$ cat src/pkg/irc_pkg.sv
// Constants, register map and state types of the row readout controller
package irc_pkg;
    localparam int CLK_NS = 10;
    localparam int BLANK_NS = 20;
    localparam int ROT_NS = 180;
    localparam int SH_MIN_NS = 100;
    localparam int SH_MAX_NS = 200;
    localparam int AVG_NS = 20;
    localparam int PRE_NS = 5;
    localparam int SYNC_NS = 20;
    // Least times round up; strict lower bounds add one cycle
    localparam logic [7:0] BLANK_CYC = 8'((BLANK_NS + CLK_NS - 1) / CLK_NS);
    localparam logic [7:0] ROT_CYC = 8'((ROT_NS + CLK_NS - 1) / CLK_NS);
    localparam logic [7:0] AVG_CYC = 8'(AVG_NS / CLK_NS + 1);
    localparam logic [7:0] PRE_CYC = 8'((PRE_NS + CLK_NS - 1) / CLK_NS);
    localparam logic [7:0] SYNC_CYC = 8'(SYNC_NS / CLK_NS + 1);
    localparam logic [4:0] SH_MIN_CYC = 5'((SH_MIN_NS + CLK_NS - 1) / CLK_NS);
    localparam logic [4:0] SH_MAX_CYC = 5'(SH_MAX_NS / CLK_NS);

    localparam logic [7:0] OFS_CFG = 8'h00;
    localparam logic [7:0] OFS_CTRL = 8'h04;
    localparam logic [7:0] OFS_LINES = 8'h08;
    localparam logic [7:0] OFS_COLS = 8'h0C;
    localparam logic [7:0] OFS_SHLEN = 8'h10;
    localparam logic [7:0] OFS_STAT = 8'h14;

    localparam int CTRL_BACKUP = 0;
    localparam int CTRL_BUSPRE = 1;
    localparam int CTRL_AVG = 2;
    localparam int CTRL_SEND = 8;
    localparam int CTRL_START = 9;
    localparam int STAT_CFG_BUSY = 0;
    localparam int STAT_FRAME_BUSY = 1;
    localparam int STAT_CFG_CHECK = 2;
    localparam int STAT_LINE_END = 3;
    localparam int STAT_LINE_LSB = 16;

    localparam int CFG_YDIR = 0;
    localparam int CFG_YADDR_LSB = 1;
    localparam int CFG_AVG = 11;
    localparam int CFG_SUB = 12;
    localparam int CFG_XDIR = 13;
    localparam int CFG_XADDR_LSB = 14;
    localparam int CFG_OUTS = 24;
    localparam int CFG_DAC_LSB = 25;

    localparam logic [31:0] CFG_RST = 32'h0000_0000;
    localparam logic [2:0] CTRL_RST = 3'h0;
    localparam logic [11:0] LINES_RST = 12'h800;
    localparam logic [11:0] COLS_RST = 12'h400;

    typedef enum logic [7:0] {
        ST_IDLE = 8'h01,
        ST_FSYNC = 8'h02,
        ST_BLANK = 8'h04,
        ST_ROTW = 8'h08,
        ST_AVG = 8'h10,
        ST_XSYNC = 8'h20,
        ST_PIX = 8'h40,
        ST_LINE = 8'h80
    } irc_state_t;

    typedef enum logic [2:0] {
        CS_IDLE = 3'h1,
        CS_SHIFT = 3'h2,
        CS_LOAD = 3'h4
    } irc_cfg_state_t;
endpackage

$ cat src/rtl/irc_cfg_serial.sv
// Serialiser that shifts the configuration word out and pulses the load pin
`timescale 1ns/1ps
module irc_cfg_serial #(
    parameter int WIDTH = 32,
    parameter int DIV = 4
) (
    input wire logic clk_i,
    input wire logic rst_i,
    input wire logic start_i,
    input wire logic [WIDTH-1:0] word_i,
    output logic busy_o,
    output logic data_o,
    output logic clock_o,
    output logic load_o
);
    generate
        if (WIDTH < 2 || DIV < 1 || DIV > 255) begin : g_bad
            $error("irc_cfg_serial: unsupported WIDTH or DIV");
        end
    endgenerate

    irc_pkg::irc_cfg_state_t state_q;
    logic [WIDTH-1:0] sreg_q;
    logic [7:0] div_q;
    logic [7:0] bit_q;
    logic phase_q;
    wire tick_w = (div_q == 8'(DIV - 1));
    wire last_w = (bit_q == 8'h00);

    assign busy_o = (state_q != irc_pkg::CS_IDLE);

    always_ff @(posedge clk_i or posedge rst_i) begin
        if (rst_i) begin
            state_q <= irc_pkg::CS_IDLE;
            sreg_q <= '0;
            div_q <= 8'h00;
            bit_q <= 8'h00;
            phase_q <= 1'b0;
            data_o <= 1'b0;
            clock_o <= 1'b0;
            load_o <= 1'b0;
        end else begin
            div_q <= (state_q == irc_pkg::CS_IDLE || tick_w) ? 8'h00 : div_q + 8'h01;
            unique case (state_q)
                irc_pkg::CS_IDLE: begin
                    if (start_i) begin
                        state_q <= irc_pkg::CS_SHIFT;
                        sreg_q <= word_i;
                        data_o <= word_i[WIDTH-1];
                        bit_q <= 8'(WIDTH - 1);
                        phase_q <= 1'b0;
                    end
                end
                irc_pkg::CS_SHIFT: begin
                    if (tick_w) begin
                        phase_q <= ~phase_q;
                        clock_o <= ~phase_q;
                        if (phase_q && last_w) begin
                            state_q <= irc_pkg::CS_LOAD;
                            load_o <= 1'b1;
                        end else if (phase_q) begin
                            sreg_q <= {sreg_q[WIDTH-2:0], 1'b0};
                            data_o <= sreg_q[WIDTH-2];
                            bit_q <= bit_q - 8'h01;
                        end
                    end
                end
                irc_pkg::CS_LOAD: begin
                    if (tick_w) begin
                        load_o <= 1'b0;
                        state_q <= irc_pkg::CS_IDLE;
                    end
                end
            endcase
        end
    end
endmodule // irc_cfg_serial

$ cat src/rtl/irc_readout_host.sv
// Camera-side controller driving sensor row readout strobes and configuration link
// How it works
// Standard: blanking and precharge strobes about 20 ns
// Standard: wait 180 ns before first pixel
// Standard: sample-hold held low whole readout
// Backup: columns track during sample-hold pulse
// Backup: sample-hold pulse 100-200 ns with strobes
// Averaging: backup mode, pulse after sample-hold
// Averaging pulse lasts longer than 20 ns
// Bus precharge: short pulse on both inputs
// Bus precharge combines with either row mode
// Word: scan direction, row address, averaging, outputs
// Bit 13 sets column scan direction
// Bits 14-23 hold column start address
// Bits 25-31 hold seven-bit DAC setting
// Subsampling demands even column start address
// All-zero word gives default readout setup
// Device adopts word only on load pulse
// Line sync resets columns; end-of-line flagged
// Check output shows serial chain integrity
// Effective start address is field times two
// Row sync dominates and reinitialises rows
// Output count sets pixels per pixel clock
// Strobe times come from cycle counters
// Shift 32 bits before load; no mid-frame change (a send set in the same CTRL write as start still loads mid-frame)
`timescale 1ns/1ps
module irc_readout_host #(
    parameter int PIX_DIV = 2,
    parameter int CFG_DIV = 4
) (
    input wire logic CLOCK_I,
    input wire logic SYS_RST_I,
    input wire logic [7:0] REG_ADDR_I,
    input wire logic [31:0] REG_WDATA_I,
    input wire logic REG_WR_I,
    input wire logic REG_RD_I,
    output logic [31:0] REG_RDATA_O,
    output logic ROW_CLOCK_O,
    output logic ROW_SYNC_O,
    output logic ROW_BLANK_O,
    output logic COL_PRECHARGE_O,
    output logic COLUMN_SAMPLE_HOLD_O,
    output logic VOLT_AVG_O,
    output logic BUS_PRECHARGE_A_O,
    output logic BUS_PRECHARGE_B_O,
    output logic PIX_CLOCK_O,
    output logic COL_SYNC_O,
    output logic CFG_DATA_O,
    output logic CFG_CLOCK_O,
    output logic CFG_LOAD_O,
    input wire logic LINE_END_I,
    input wire logic CFG_CHECK_I
);
    generate
        if (PIX_DIV < 1 || PIX_DIV > 255) begin : g_bad
            $error("irc_readout_host: PIX_DIV out of range");
        end
    endgenerate

    function automatic logic [11:0] at_least_one(input logic [11:0] v);
        at_least_one = (v == 12'h000) ? 12'h001 : v;
    endfunction

    // Register file
    logic [31:0] cfg_q;
    logic [2:0] ctrl_q;
    logic [11:0] lines_q;
    logic [11:0] cols_q;
    logic [4:0] shlen_q;
    logic line_end_q;
    logic cfg_check_q;

    // Sequencer
    irc_pkg::irc_state_t state_q;
    irc_pkg::irc_state_t state_d;
    logic [7:0] cnt_q;
    logic [4:0] sh_cnt_q;
    logic [11:0] lines_left_q;
    logic [11:0] pix_left_q;
    logic [7:0] pix_div_q;
    logic pix_clk_q;
    logic cfg_busy;

    wire wr_cfg_w = REG_WR_I && (REG_ADDR_I == irc_pkg::OFS_CFG);
    wire wr_ctrl_w = REG_WR_I && (REG_ADDR_I == irc_pkg::OFS_CTRL);
    wire wr_lines_w = REG_WR_I && (REG_ADDR_I == irc_pkg::OFS_LINES);
    wire wr_cols_w = REG_WR_I && (REG_ADDR_I == irc_pkg::OFS_COLS);
    wire wr_shlen_w = REG_WR_I && (REG_ADDR_I == irc_pkg::OFS_SHLEN);
    wire wr_stat_w = REG_WR_I && (REG_ADDR_I == irc_pkg::OFS_STAT);
    wire idle_w = (state_q == irc_pkg::ST_IDLE);
    // Config writes and sends only between frames; a send with start loads mid-frame
    wire send_w = wr_ctrl_w && REG_WDATA_I[irc_pkg::CTRL_SEND] && idle_w && !cfg_busy;
    wire start_w = wr_ctrl_w && REG_WDATA_I[irc_pkg::CTRL_START] && idle_w && !cfg_busy;
    wire cfg_wr_ok_w = wr_cfg_w && idle_w && !cfg_busy;
    wire backup_w = ctrl_q[irc_pkg::CTRL_BACKUP];
    wire buspre_w = ctrl_q[irc_pkg::CTRL_BUSPRE];
    // Averaging only exists in backup timing
    wire avg_w = ctrl_q[irc_pkg::CTRL_AVG] && backup_w;

    // Subsampling forces an even column start address
    wire [31:0] cfg_in_w = REG_WDATA_I[irc_pkg::CFG_SUB]
        ? (REG_WDATA_I & ~(32'h0000_0001 << irc_pkg::CFG_XADDR_LSB))
        : REG_WDATA_I;
    wire [4:0] sh_in_w = REG_WDATA_I[4:0];
    wire [4:0] sh_clamp_w = (sh_in_w < irc_pkg::SH_MIN_CYC) ? irc_pkg::SH_MIN_CYC
        : (sh_in_w > irc_pkg::SH_MAX_CYC) ? irc_pkg::SH_MAX_CYC : sh_in_w;

    wire pix_run_w = (state_q == irc_pkg::ST_XSYNC) || (state_q == irc_pkg::ST_PIX);
    wire pix_tick_w = pix_run_w && (pix_div_q == 8'(PIX_DIV - 1));
    wire pix_rise_w = pix_tick_w && !pix_clk_q;
    wire blank_done_w = (cnt_q == irc_pkg::BLANK_CYC - 8'h01);
    wire rot_done_w = backup_w ? (sh_cnt_q == 5'h00)
        : (cnt_q == irc_pkg::ROT_CYC - 8'h01);
    wire blank_entry_w = (state_d == irc_pkg::ST_BLANK) && (state_q != irc_pkg::ST_BLANK);

    always_comb begin
        state_d = state_q;
        unique case (state_q)
            irc_pkg::ST_IDLE: begin
                if (start_w) begin
                    state_d = irc_pkg::ST_FSYNC;
                end
            end
            irc_pkg::ST_FSYNC: begin
                if (cnt_q == irc_pkg::SYNC_CYC) begin
                    state_d = irc_pkg::ST_BLANK;
                end
            end
            irc_pkg::ST_LINE: begin
                state_d = irc_pkg::ST_BLANK;
            end
            irc_pkg::ST_BLANK: begin
                if (blank_done_w) begin
                    state_d = irc_pkg::ST_ROTW;
                end
            end
            irc_pkg::ST_ROTW: begin
                if (rot_done_w) begin
                    state_d = avg_w ? irc_pkg::ST_AVG : irc_pkg::ST_XSYNC;
                end
            end
            irc_pkg::ST_AVG: begin
                if (cnt_q == irc_pkg::AVG_CYC - 8'h01) begin
                    state_d = irc_pkg::ST_XSYNC;
                end
            end
            irc_pkg::ST_XSYNC: begin
                if (pix_rise_w) begin
                    state_d = irc_pkg::ST_PIX;
                end
            end
            irc_pkg::ST_PIX: begin
                if (pix_rise_w && pix_left_q == 12'h000) begin
                    state_d = (lines_left_q <= 12'h001) ? irc_pkg::ST_IDLE : irc_pkg::ST_LINE;
                end
            end
            default: begin
                state_d = irc_pkg::ST_IDLE;
            end
        endcase
    end

    // Pin levels decoded from the sequencer, registered below
    wire fsync_w = (state_q == irc_pkg::ST_FSYNC);
    wire blank_w = (state_q == irc_pkg::ST_BLANK);
    wire row_sync_w = fsync_w;
    wire row_clk_w = (fsync_w && cnt_q != 8'h00) || blank_w || (state_q == irc_pkg::ST_LINE);
    wire strobe_w = blank_w;
    wire bus_pre_w = buspre_w && blank_w && (cnt_q < irc_pkg::PRE_CYC);
    // Standard timing keeps hold low; backup releases it after the pulse
    wire sh_hold_w = backup_w && (sh_cnt_q == 5'h00);
    wire avg_out_w = (state_q == irc_pkg::ST_AVG);
    wire col_sync_w = (state_q == irc_pkg::ST_XSYNC);

    wire [11:0] line_no_w = idle_w ? 12'h000 : lines_left_q;
    wire [31:0] stat_w = {4'h0, line_no_w, 12'h000, line_end_q, cfg_check_q, !idle_w, cfg_busy};
    logic [31:0] rd_mux;
    always_comb begin
        unique case (REG_ADDR_I)
            irc_pkg::OFS_CFG: rd_mux = cfg_q;
            irc_pkg::OFS_CTRL: rd_mux = {29'h0000_0000, ctrl_q};
            irc_pkg::OFS_LINES: rd_mux = {20'h0_0000, lines_q};
            irc_pkg::OFS_COLS: rd_mux = {20'h0_0000, cols_q};
            irc_pkg::OFS_SHLEN: rd_mux = {27'h000_0000, shlen_q};
            irc_pkg::OFS_STAT: rd_mux = stat_w;
            default: rd_mux = 32'h0000_0000;
        endcase
    end

    // Register writes and read answer
    always_ff @(posedge CLOCK_I or posedge SYS_RST_I) begin
        if (SYS_RST_I) begin
            cfg_q <= irc_pkg::CFG_RST;
            ctrl_q <= irc_pkg::CTRL_RST;
            lines_q <= irc_pkg::LINES_RST;
            cols_q <= irc_pkg::COLS_RST;
            shlen_q <= irc_pkg::SH_MAX_CYC;
            REG_RDATA_O <= 32'h0000_0000;
        end else begin
            if (cfg_wr_ok_w) cfg_q <= cfg_in_w;
            if (wr_ctrl_w && idle_w) ctrl_q <= REG_WDATA_I[2:0];
            if (wr_lines_w && idle_w) lines_q <= REG_WDATA_I[11:0];
            if (wr_cols_w && idle_w) cols_q <= REG_WDATA_I[11:0];
            if (wr_shlen_w && idle_w) shlen_q <= sh_clamp_w;
            if (REG_RD_I) REG_RDATA_O <= rd_mux;
        end
    end

    // Device test flags; a new end-of-line beats a clear
    always_ff @(posedge CLOCK_I or posedge SYS_RST_I) begin
        if (SYS_RST_I) begin
            line_end_q <= 1'b0;
            cfg_check_q <= 1'b0;
        end else begin
            cfg_check_q <= CFG_CHECK_I;
            line_end_q <= LINE_END_I ||
                (line_end_q && !(wr_stat_w && REG_WDATA_I[irc_pkg::STAT_LINE_END]));
        end
    end

    // Sequencer counters
    always_ff @(posedge CLOCK_I or posedge SYS_RST_I) begin
        if (SYS_RST_I) begin
            state_q <= irc_pkg::ST_IDLE;
            cnt_q <= 8'h00;
            sh_cnt_q <= 5'h00;
            lines_left_q <= 12'h000;
            pix_left_q <= 12'h000;
        end else begin
            state_q <= state_d;
            cnt_q <= (state_d != state_q) ? 8'h00 : cnt_q + 8'h01;
            if (blank_entry_w) begin
                sh_cnt_q <= backup_w ? shlen_q : 5'h00;
            end else if (sh_cnt_q != 5'h00) begin
                sh_cnt_q <= sh_cnt_q - 5'h01;
            end
            if (start_w) begin
                lines_left_q <= at_least_one(lines_q);
            end else if (state_q == irc_pkg::ST_PIX && state_d != irc_pkg::ST_PIX) begin
                lines_left_q <= lines_left_q - 12'h001;
            end
            if (state_q == irc_pkg::ST_XSYNC) begin
                pix_left_q <= at_least_one(cols_q) - 12'h001;
            end else if (pix_rise_w && pix_left_q != 12'h000) begin
                pix_left_q <= pix_left_q - 12'h001;
            end
        end
    end

    // Pixel clock divider runs only while a line is multiplexed out
    always_ff @(posedge CLOCK_I or posedge SYS_RST_I) begin
        if (SYS_RST_I) begin
            pix_div_q <= 8'h00;
            pix_clk_q <= 1'b0;
        end else begin
            pix_div_q <= (!pix_run_w || pix_tick_w) ? 8'h00 : pix_div_q + 8'h01;
            if (state_d != irc_pkg::ST_XSYNC && state_d != irc_pkg::ST_PIX) begin
                pix_clk_q <= 1'b0;
            end else if (pix_tick_w) begin
                pix_clk_q <= ~pix_clk_q;
            end
        end
    end

    // Pin registers
    always_ff @(posedge CLOCK_I or posedge SYS_RST_I) begin
        if (SYS_RST_I) begin
            ROW_CLOCK_O <= 1'b0;
            ROW_SYNC_O <= 1'b0;
            ROW_BLANK_O <= 1'b0;
            COL_PRECHARGE_O <= 1'b0;
            COLUMN_SAMPLE_HOLD_O <= 1'b0;
            VOLT_AVG_O <= 1'b0;
            BUS_PRECHARGE_A_O <= 1'b0;
            BUS_PRECHARGE_B_O <= 1'b0;
            COL_SYNC_O <= 1'b0;
        end else begin
            ROW_CLOCK_O <= row_clk_w;
            ROW_SYNC_O <= row_sync_w;
            ROW_BLANK_O <= strobe_w;
            COL_PRECHARGE_O <= strobe_w;
            COLUMN_SAMPLE_HOLD_O <= sh_hold_w;
            VOLT_AVG_O <= avg_out_w;
            BUS_PRECHARGE_A_O <= bus_pre_w;
            BUS_PRECHARGE_B_O <= bus_pre_w;
            COL_SYNC_O <= col_sync_w;
        end
    end

    assign PIX_CLOCK_O = pix_clk_q;

    // Configuration word fields reach the device only through this link
    irc_cfg_serial #(
        .WIDTH(32),
        .DIV(CFG_DIV)
    ) u_cfg (
        .clk_i(CLOCK_I),
        .rst_i(SYS_RST_I),
        .start_i(send_w),
        .word_i(cfg_q),
        .busy_o(cfg_busy),
        .data_o(CFG_DATA_O),
        .clock_o(CFG_CLOCK_O),
        .load_o(CFG_LOAD_O)
    );
endmodule // irc_readout_host
$ cat config.mk
export PLATFORM = sky130hd
export DESIGN_NAME = irc_readout_host
export DESIGN_NICKNAME = d
export VERILOG_FILES = /design/src/pkg/irc_pkg.sv /design/src/rtl/irc_cfg_serial.sv /design/src/rtl/irc_readout_host.sv
export SDC_FILE = /design/constraint.sdc
export NUM_CORES = 1
export LEC_CHECK = 0
export BUFFER_PORTS_ARGS = -buffer_cell sky130_fd_sc_hd__clkbuf_2
export CAP_MARGIN = 20
export CORE_UTILIZATION = 60
export DETAILED_ROUTE_END_ITERATION = 8
export PLACE_DENSITY = 0.85
export SLEW_MARGIN = 5
export SYNTH_ARGS = -nofsm -noshare
export SYNTH_HDL_FRONTEND = slang
export SYNTH_SLANG_ARGS = --single-unit
$ cat constraint.sdc
create_clock -name CLOCK_I -period 9.1 [get_ports CLOCK_I]
set_input_delay 1.82 -clock CLOCK_I [delete_from_list [all_inputs] [get_ports CLOCK_I]]
set_output_delay 1.82 -clock CLOCK_I [all_outputs]
set_load 0.01 [all_outputs]
### Word level (Yosys, flattened, before mapping)

Index checks and enable logic that the tools add are counted.

* $add $sub $neg: 8
* magnitude comparators: 4
* equality and inequality tests: 34
* muxes and demuxes: 57
* bitwise gates (word level): 2
* reductions and logical operators: 64

Operator list (number)
* 32-bit case mux with 6 select lines: 1
* 31-bit two-way mux: 4
* 8-bit two-way mux: 15
* 12-bit two-way mux: 7
* 8-bit case mux with 8 select lines: 1
* 31-bit case mux with 2 select lines: 1
* 12-bit logical NOT: 3
* 12-bit by 1-bit subtractor with 12-bit output, second input constant: 3
* 1-bit logical AND: 33
* 8-bit by 2-bit == test with 1-bit output, second input constant: 4
* 8-bit by 5-bit == test with 1-bit output, second input constant: 4
* 5-bit two-way mux: 5
* 8-bit by 1-bit adder with 8-bit output, second input constant: 3
* 8-bit by 1-bit == test with 1-bit output, second input constant: 3
* 8-bit by 3-bit == test with 1-bit output, second input constant: 3
* 8-bit by 4-bit == test with 1-bit output, second input constant: 3
* 8-bit logical NOT: 2
* 8-bit case mux with 2 select lines: 1
* 15-bit two-way mux: 1
* 12-bit by 1-bit <= comparator with 1-bit output, second input constant: 1
* 1-bit two-way mux: 12
* 3-bit two-way mux: 4
* 12-bit nonzero test: 1
* 2-bit nonzero test: 6
* 31 further kinds: 48

* register bits: 213
* input port bits: 46
* output and inout port bits: 45
* word-level logic and storage cells: 199

### Logic depth before layout (Yosys ltp)

Gate-level depths: netlist of run 1.

* depth after elaboration: 11
* mapped depth: 12
* depth with buffers taken out: 10

### Hierarchy

Synthesis of run 1 repeated with hierarchy kept, for this count alone.

* cells, all modules: 995
* area, all modules: 10730.3 µm²

By module, submodules not included
* irc_readout_host: instances 1, cells each 729, area each 7841.3 µm², sequential area each 3985.1 µm²
* irc_cfg_serial: instances 1, cells each 266, area each 2889.0 µm², sequential area each 1352.5 µm²

### Least setup slack after synthesis of run 1

Ideal clock, no wire load.

* path type: in2reg
* start point: input port REG_ADDR_I[5]
* end point: register cfg_q[10]
* setup time: 0.125 ns
* arrival time: 3.369 ns
* required time: 8.975 ns
* slack: 5.606 ns
* stages: 7
* path buffers: 3
* cells stage by stage: nor4_1 and2_1 clkbuf_1 and3_1 buf_2 buf_4 mux2_2

* cells in the longest elaborated chain, start to end: 4

Ends and longest elaborated chain
* from (decl): RTL line irc_readout_host.sv:33 `input wire logic [7:0] REG_ADDR_I,`
* 8-bit logical NOT: RTL line irc_readout_host.sv:84 `wire wr_cfg_w = REG_WR_I && (REG_ADDR_I == irc_pkg::OFS_CFG);`
* 1-bit logical AND: RTL line irc_readout_host.sv:84
* 1-bit logical AND (2 in a row): RTL line irc_readout_host.sv:94 `wire cfg_wr_ok_w = wr_cfg_w && idle_w && !cfg_busy;`
* to (signal assigned): RTL line irc_readout_host.sv:193 `cfg_q <= irc_pkg::CFG_RST;`
* to (signal assigned): RTL line irc_readout_host.sv:200 `if (cfg_wr_ok_w) cfg_q <= cfg_in_w;`
* to (decl): RTL line irc_readout_host.sv:65 `logic [31:0] cfg_q;`

Every way passes these cells.
A chain may end at the register's enable or synchronous reset.

### Final worst setup path of run 1

* start point: input port REG_ADDR_I[4]
* end point: register lines_left_q[0]

* cells in the longest elaborated chain, start to end: 10
* elaborated cells on any way between the ends: 11
* classes of those cells: eq/ne (2); mux (3); reduce/logical (6)

Ends and longest elaborated chain
* 8-bit by 3-bit == test with 1-bit output (*): RTL line irc_readout_host.sv:85 `wire wr_ctrl_w = REG_WR_I && (REG_ADDR_I == irc_pkg::OFS_CTRL);`
* 1-bit logical AND (*): RTL line irc_readout_host.sv:85
* 1-bit logical AND (*) (3 in a row): RTL line irc_readout_host.sv:93 `wire start_w = wr_ctrl_w && REG_WDATA_I[irc_pkg::CTRL_START] && idle_w && !cfg_busy;`
* 8-bit two-way mux: RTL line irc_readout_host.sv:120 `if (start_w) begin`
* 8-bit case mux with 8 select lines: RTL line irc_readout_host.sv:118 `unique case (state_q)`
* 8-bit by 7-bit inequality test with 1-bit output: RTL line irc_readout_host.sv:239 `end else if (state_q == irc_pkg::ST_PIX && state_d != irc_pkg::ST_PIX) begin`
* 1-bit logical AND: RTL line irc_readout_host.sv:239
* 2-bit nonzero test (no source line)
* to (signal assigned): RTL line irc_readout_host.sv:238 `lines_left_q <= at_least_one(lines_q);`
* to (signal assigned): RTL line irc_readout_host.sv:240 `lines_left_q <= lines_left_q - 12'h001;`
* to (decl): RTL line irc_readout_host.sv:78 `logic [11:0] lines_left_q;`

Every way passes the cells marked *; elsewhere a longest branch is shown, timed or not.

==> reports/results.ini, run 1 <==
[clock_tree]
h-tree-depth=1
hold_buffers=0
ctsRootBufferMaster=clkbuf_16
clk_path_buf_depth=3
cts_resized=0
numCtsBuffers=23
cts_tree=built
cts.sinks=213
cts_setup_buffers=0
clk_pin_slew_ns=0.06
clk_latency_ns=0.52

[sta]
max_slew_margin=0.355
tns_ns=0
skew_ns=0.0153
hold_violations=0
fin_crit_ns=4.14
grt_setup_unrepaired=false
slew_violations=0
finalSetupViolCount=0
tightest_slew_ns=0.964
timing.fmax_mhz=242
fin_crit_sh=0.454

[final_layout]
diodes=0
area_growth_pct=12.0
postLayoutCellArea_mm2=0.0118
final_nets=1186
fillers=1254
drive_gt1_frac=0.194

[critical_path]
crit_buf_inv=1
crit_chain=clkbuf_2, nor4_1, nand3_1, nor2_1, nand3_1, a311oi_1, a21oi_1
arrival_ns=4.49
critPathKind=in2reg
cp_data_required_time_ns=9.45
critPathLaunchType=input port
reg2reg_to=pix_left_q[8]
worstSetupEndpointType=flip-flop
cp_slowest_cell=nand3_1
cp_top_family=simple AND/OR/NAND/NOR gates
rrSetupSlack_ns=5.53
max_stage_delay_ns=0.64
cp_max_fo=22
ff2ff_path_depth=9
cp_common_cell=nand3_1
r2r-start=state_q[4]

[yosys]
synth.most_common_cell=dfrtp_1
yosysTopAreaCell=dfrtp_1
synth_area_mm2=0.0105
synth_edf_count=0
ys.flop_type=dfrtp_1
synth_area_leaders=dfrtp_1 (49%), mux2_2 (6.4%), nor2_1 (4.8%), nand2_1 (3.7%), xor2_1 (3.0%)
synth-seq-cells=213
yosysUniqueCellTypes=70
synth_async_sr_flop_share=1.00
yosysSeqAreaShare=0.508
syn_nets=1122
synthTopCellsByCount=dfrtp_1 (207), nor2_1 (133), nand2_1 (104)
ys_warn_count=0
syn_inst=1063
synth_area_per_cell_um2=9.88
synth_top_area_frac=0.493

[detailed_routing]
firstDrtPassIters=7
drt_wl_total_mm=25.8
drc=0
ant_nets=0
wl_per_cell_um=18.9
drt-initial-drc-count=835
viasPerCell=6.16
routed-via-count=8427

[worst_hold_path]
hp-class=reg2reg
hold_depth=1
min_to=line_end_q
min_from=line_end_q

[placed_design]
dp_hpwl_mm=17.4
gp_congestion=0.897
portBuffers=90
placed_area_mm2=0.0110

[floorplan]
core_mm2=0.0172
start_util=0.612
die_w_um=134
rows=48
die_h_um=134
pin_count=91
die_area_mm2=0.0180

[grt]
grt_usage=0.291
grt_max_degree=113
grt_pass1_vias=8217
grt_overflow=0
grt_pass1_wl_mm=41.7
antenna_found_initial=0

[status]
status=complete, no violations

[power]
ir_drop_mv=0.160
p_per_area_mw_per_mm2=219
cellLeakagePower_nw=5.35

[run]
drv_cap=0

power by group:
part           total [mW]  internal, mW  switching (mW)
Clock               0.904         0.528           0.377
Combinational       0.457         0.193           0.264
Sequential           1.21          1.09           0.126
Total                2.58          1.81           0.767
area by class of cell:
type,instances,area [um^2],share of cell area
Inverter,52,203,0.0172
Timing Repair Buffer,99,518,0.0440
Sequential cell,213,5340,0.454
Clock inverter,7,68.8,0.00585
Clock buffer,34,657,0.0559
Multi-Input combinational cell,738,4700,0.399
Tap cell,225,282,0.0239
per-stage QoR:
stage               power, mW  setup slack, ns  hold slack [ns]  utilization  std cells
detailed placement       1.67             4.55            0.465        0.642       1327
CTS                      2.58             5.09            0.478        0.685       1368
floorplan                1.55             1.47            0.447            -       1063
global placement         1.64             4.75            0.463        0.642       1327
global route             2.70             4.65            0.484        0.685       1368
finish                   2.58             4.96            0.476        0.685       1368
worst reg2reg max path: cells and delay by family, from the launching register on:
| family | cells | cell delay (ns) |
|---|---|---|
| muxes | 1 | 0.26 |
| buffers and inverters | 1 | 0.52 |
| xor gates and xnor gates | 1 | 0.13 |
| adders and majority gates | 1 | 0.36 |
| AOI/OAI and AO/OA | 2 | 0.25 |
| and+or+nand+nor | 3 | 1.41 |
| DFF | 1 | 0.49 |
cells in the final DEF (no fill, tap or decap), drive strengths merged, types with 36 or more instances in the layout:
| cell type | synthesis | layout |
|---|---|---|
| a21oi | 41 | 41 |
| a31oi | 37 | 37 |
| clkbuf | 36 | 124 |
| dfrtp | 207 | 207 |
| inv | 51 | 52 |
| mux2 | 60 | 60 |
| nand2 | 104 | 104 |
| nand3 | 45 | 45 |
| nor2 | 133 | 133 |
| o21ai | 42 | 42 |
| xor2 | 36 | 36 |
how the worst max path moves through the flow:
stage,start,to,cells past startpoint
final,REG_ADDR_I[4],lines_left_q[0],7
after global routing,REG_ADDR_I[4],lines_left_q[0],7
after CTS,REG_ADDR_I[4],lines_left_q[0],7
after detailed placement,REG_ADDR_I[4],lines_left_q[0],7
after global placement,REG_ADDR_I[4],lines_left_q[0],7
after floorplan,SYS_RST_I,BUS_PRECHARGE_B_O,1
cell families (layout without fill, tap and decap cells):
logic type / count (synthesis) / after routing / synth area share
compound gates: 192 / 192 / 0.115
xor+xnor: 52 / 52 / 0.0434
simple gates: 406 / 406 / 0.193
flops: 213 / 213 / 0.508
buf+inv: 112 / 192 / 0.0463
fa+ha+maj: 13 / 13 / 0.0155
mux: 75 / 75 / 0.0786
sequential cells by signal, summed over array words and instances, names as in the netlist, 12 cells and up:
register / flops
lines_left_q: 12
cols_q: 12
lines_q: 12
u_cfg.sreg_q: 31
pix_left_q: 12
cfg_q: 32
REG_RDATA_O: 32
routing by layer:
layer | global-route usage | part of all wire
met5 | 0 | 0
met4 | 0.102 | 0.027
met3 | 0.0359 | 0.067
met2 | 0.478 | 0.48
met1 | 0.401 | 0.43
Power figures use the tool's default switching activity.
==> run 2: changes to the inputs <==
- ABC_AREA: default -> 1
- CORE_UTILIZATION: 60 -> 54
- PLACE_DENSITY: 0.85 -> 0.81
- clock period: 9.1 -> 3.55 ns (I/O delays scaled with it)
==> reports/results.ini, run 2 <==
[sta]
tns_ns=0
timing.fmax_mhz=380
tightest_slew_ns=1.06
max_slew_margin=0.291
skew_ns=0.0256
finalSetupViolCount=0
hold_ws_ns=0.256
fin_crit_ns=2.63
slew_violations=0
post-route-worst-setup-slack_ns=0.919
grt_setup_unrepaired=false
fin_crit_sh=0.741
hold_violations=0

[yosys]
synth_area_leaders=dfrtp_1 (47%), nand2_1 (12%), inv_1 (5.8%), o21ai_0 (4.9%), nor2_1 (4.8%)
ys.flop_type=dfrtp_1
yosysSeqAreaShare=0.488
synth_area_mm2=0.0109
synth_edf_count=0
ys_warn_count=0
syn_nets=1420
synth_top_area_frac=0.473
synth_area_per_cell_um2=8.04
syn_inst=1361
synth-seq-cells=213
yosysUniqueCellTypes=47
synthTopCellsByCount=nand2_1 (349), dfrtp_1 (207), inv_1 (169)
yosysTopAreaCell=dfrtp_1
synth_async_sr_flop_share=1.00
synth.most_common_cell=nand2_1

[clock_tree]
h-tree-depth=1
ctsRootBufferMaster=clkbuf_16
clk_pin_slew_ns=0.06
cts_tree=built
clk_latency_ns=0.53
cts_resized=0
clk_path_buf_depth=3
numCtsBuffers=23
cts.sinks=213
cts_setup_buffers=0
hold_buffers=0

[floorplan]
rows=51
die_w_um=144
die_h_um=144
start_util=0.557
die_area_mm2=0.0208
core_mm2=0.0197
pin_count=91

[power]
cellLeakagePower_nw=6.45
p_total_mw=7.44
switching_share=0.334
p_switching_mw=2.48
power_frac_comb=0.260
clock_power_share=0.336
p_int_mw=4.96
p_seq_frac=0.404
p_per_area_mw_per_mm2=600
ir_drop_mv=0.449

[detailed_routing]
drc=0
viasPerCell=5.54
drt-initial-drc-count=868
routed-via-count=9558
drt_wl_total_mm=27.2
wl_per_cell_um=15.8
firstDrtPassIters=7
ant_nets=0

[critical_path]
crit_chain=inv_2, nand2_2, nor2_4, nand2_4, inv_2, nand3_1, nand2_1, nand2_1, nand3_1, nand2_1, nand2_1, o21ai_1
arrival_ns=3.01
critPathKind=reg2reg
worstSetupEndpointType=flip-flop
ff2ff_path_depth=12
r2r-start=state_q[1]
cp_slowest_cell=nand2_1
rrSetupSlack_ns=0.92
max_stage_delay_ns=0.45
cp_max_fo=22
reg2reg_to=lines_left_q[2]
cp_data_required_time_ns=3.92
cp_common_cell=nand2_1
critPathLaunchType=flip-flop

[final_layout]
stdcell_count=1726
area_growth_pct=13.4
postLayoutCellArea_mm2=0.0124
layout_commonest_cell=nand2_1
fin_util=0.631
fillers=1662
multi_input_area_mm2=0.00468
top_regs=REG_RDATA_O x32, cfg_q x32, u_cfg.sreg_q x31
layout_common_cells=nand2_1 (349), dfrtp_1 (207), inv_1 (168)
final_nets=1504
diodes=0
regArea_mm2=0.00534
drive_gt1_frac=0.153

[placed_design]
pre_cts_slack_ns=0.725
gp_congestion=0.898
placed_area_mm2=0.0116
portBuffers=90
dp.cells=1685
dp_hpwl_mm=19.3

[worst_hold_path]
hp-class=in2async

[grt]
grt_usage=0.271
grt_max_degree=57
grt_pass1_vias=8810
grt_overflow=0
grt_pass1_wl_mm=44.3
antenna_found_initial=0

[run]
drv_cap=0

[status]
status=complete, no violations

[run 2: how the worst max path moves through the flow]
| stage | from | slack [ns] | end |
|---|---|---|---|
| 2_1_floorplan | SYS_RST_I | 0.07 | BUS_PRECHARGE_B_O |
| 3_3_place_gp | REG_ADDR_I[7] | 0.83 | u_cfg.sreg_q[7] |
| 3_5_place_dp | REG_ADDR_I[7] | 0.72 | u_cfg.sreg_q[22] |
| 4_1_cts | state_q[2] | 0.97 | lines_left_q[2] |
| 5_1_grt | state_q[1] | 0.65 | pix_left_q[4] |
| 6_report | state_q[1] | 0.92 | lines_left_q[2] |
[run 2: area by class of cell]
type / instances / area share
Clock inverter: 9 / 0.0113
Clock buffer: 32 / 0.0523
Tap cell: 265 / 0.0267
Inverter: 177 / 0.0539
Timing Repair Buffer: 103 / 0.0482
Multi-Input combinational cell: 927 / 0.377
Sequential cell: 213 / 0.430
[run 2: metal layers]
layer,global-route usage,vias to the layer above,wire [um]
li1,-,4552,-
met1,0.377,4486,11500
met2,0.441,450,12600
met3,0.0374,70,2270
met4,0.0837,0,847
met5,0,-,0
[run 2: critical path: cells and delay by family (launching register included)]
family / cells / cell delay (ns)
compound gates: 1 / 0.08
simple gates: 9 / 1.73
buf+inv: 2 / 0.25
flops: 1 / 0.41
[run 2: cell families after synthesis]
family / share of synthesized area
AOI/OAI and AO/OA: 0.136
xor gates and xnor gates: 0.0144
muxes: 0.0155
DFF: 0.488
and+or+nand+nor: 0.247
adders and majority gates: 0.0149
buffers and inverters: 0.0850
[run 2: power by group through the flow]
| stage | sequential [mW] | combinational (mW) | clock [mW] |
|---|---|---|---|
| floorplan | 2.98 | 1.66 | 0 |
| global placement | 3.03 | 1.84 | 0 |
| detailed placement | 3.03 | 1.93 | 0 |
| CTS | 3.00 | 1.95 | 2.53 |
| global route | 3.04 | 2.19 | 2.63 |
| finish | 3.00 | 1.94 | 2.50 |
==> run 3: changes to the inputs <==
- CORE_UTILIZATION: 54 -> 60
- PLACE_DENSITY: 0.81 -> 0.85
- clock period: 3.55 -> 2.65 ns (I/O delays scaled with it)
==> reports/results.ini, run 3 (synthesis results as in run 2) <==
[critical_path]
worstSetupEndpointType=flip-flop
critPathKind=reg2reg
r2r-start=state_q[1]
cp_data_required_time_ns=3.05
ff2ff_path_depth=15
cp_common_cell=nor2_1
cp_top_family=simple AND/OR/NAND/NOR gates
arrival_ns=2.87
rrSetupSlack_ns=0.18
cp_slowest_cell=dfrtp_1
crit_buf_inv=4
reg2reg_to=pix_left_q[4]
critPathLaunchType=flip-flop
crit_chain=inv_2, nand2_2, nor2_4, nand2_4, inv_2, nor2_1, nor2_1, inv_1, ha_1, inv_1, nor2_1, nand2_1, nor2_1, o21ai_0, nand2_1
max_stage_delay_ns=0.42
cp_max_fo=17

[detailed_routing]
viasPerCell=5.64
ant_nets=0
drc=0
firstDrtPassIters=6
wl_per_cell_um=16.0
drt-initial-drc-count=1034
drt_wl_total_mm=27.3
routed-via-count=9606

[placed_design]
dp.cells=1661
dp_hpwl_mm=19.3
portBuffers=90
placed_area_mm2=0.0117
gp_congestion=0.951

[clock_tree]
numCtsBuffers=23
hold_buffers=0
cts_resized=0
cts_tree=built
cts.sinks=213
ctsRootBufferMaster=clkbuf_16
h-tree-depth=1
clk_path_buf_depth=3
clk_latency_ns=0.53
cts_setup_buffers=0
clk_pin_slew_ns=0.06

[sta]
slew_violations=0
timing.fmax_mhz=405
finalSetupViolCount=0
hold_violations=0
tightest_slew_ns=0.726
grt_setup_unrepaired=false
skew_ns=0.0174
fin_crit_ns=2.47
max_slew_margin=0.515
tns_ns=0
fin_crit_sh=0.932

[final_layout]
drive_gt1_frac=0.159
top_regs=REG_RDATA_O x32, cfg_q x32, u_cfg.sreg_q x31
final_nets=1516
fin_util=0.696
postLayoutCellArea_mm2=0.0125
layout_common_cells=nand2_1 (349), dfrtp_1 (207), inv_1 (168)
area_growth_pct=13.9
diodes=0
stdcell_count=1703
layout_commonest_cell=nand2_1

[status]
status=complete, no violations

[grt]
grt_pass1_wl_mm=44.7
grt_pass1_vias=9231
antenna_found_initial=0
busiest_layer=met2
grt_usage=0.303
grt_max_degree=51
grt_util_met3=0.0367
grt_overflow=0
met1_usage=0.411
gr-usage-met2=0.509

[floorplan]
rows=49
die_h_um=137
die_w_um=137
start_util=0.611
core_mm2=0.0179
pin_count=91
die_area_mm2=0.0188

[power]
cellLeakagePower_nw=6.52
p_total_mw=9.97
p_per_area_mw_per_mm2=800
ir_drop_mv=0.901

[worst_hold_path]
hp-class=in2async

[run]
drv_cap=0

==> run 3: changes by cell type in the layout (fill, tap and decap cells not counted) <==
cell | before | now
buf_4 | 9 | 19
clkbuf_1 | 5 | 8
buf_12 | 4 | 6
clkbuf_8 | 4 | 6
clkinvlp_4 | 3 | 1
bufinv_16 | 3 | 2
clkinv_2 | 3 | 2
==> run 3: per-stage QoR <==
| step | hold WS [ns] | worst slack [ns] |
|---|---|---|
| 2_1_floorplan | 0.433 | -0.645 |
| 3_3_place_gp | 0.458 | 0.229 |
| 3_5_place_dp | 0.464 | 0.166 |
| 4_1_cts | 0.109 | 0.255 |
| 5_1_grt | 0.116 | 0.0160 |
| 6_report | 0.110 | 0.179 |
==> run 3: layout make-up <==
type	count	area, um^2
Clock buffer	37	688
Clock inverter	5	90.1
Fill cell	1356	5440
Inverter	177	668
Multi-Input combinational cell	927	4680
Sequential cell	213	5340
Tap cell	229	287
Timing Repair Buffer	115	713
==> run 3: worst register-to-register path, stage by stage, from the launching register on <==
cell and delay (ns):
dfrtp_1 0.42, inv_2 0.10, nand2_2 0.09, nor2_4 0.33
nand2_4 0.08, inv_2 0.14, nor2_1 0.07, nor2_1 0.16
inv_1 0.10, ha_1 0.28, inv_1 0.10, nor2_1 0.06
nand2_1 0.08, nor2_1 0.04, o21ai_0 0.22, nand2_1 0.09
==> run 3: per-layer routing <==
layer | vias up | wire length, um
met4 | 0 | 722
met2 | 399 | 13000
met3 | 56 | 1890
met5 | - | 0
met1 | 4570 | 11600
li1 | 4581 | -
==> run 3: how the worst max path moves through the flow <==
stage	start	to	depth (start not counted)
final	state_q[1]	pix_left_q[4]	15
after global routing	state_q[3]	pix_left_q[4]	15
after CTS	state_q[2]	pix_left_q[4]	15
after detailed placement	REG_ADDR_I[1]	lines_q[11]	8
after global placement	REG_ADDR_I[1]	lines_q[10]	8
after floorplan	SYS_RST_I	BUS_PRECHARGE_B_O	1
==> run 3: report_power, final <==
group	total, mW	internal (mW)	leakage [nW]	switching (mW)
logic	2.64	0.936	3.38	1.70
clock network	3.32	1.98	0.382	1.34
registers	4.01	3.71	2.76	0.301
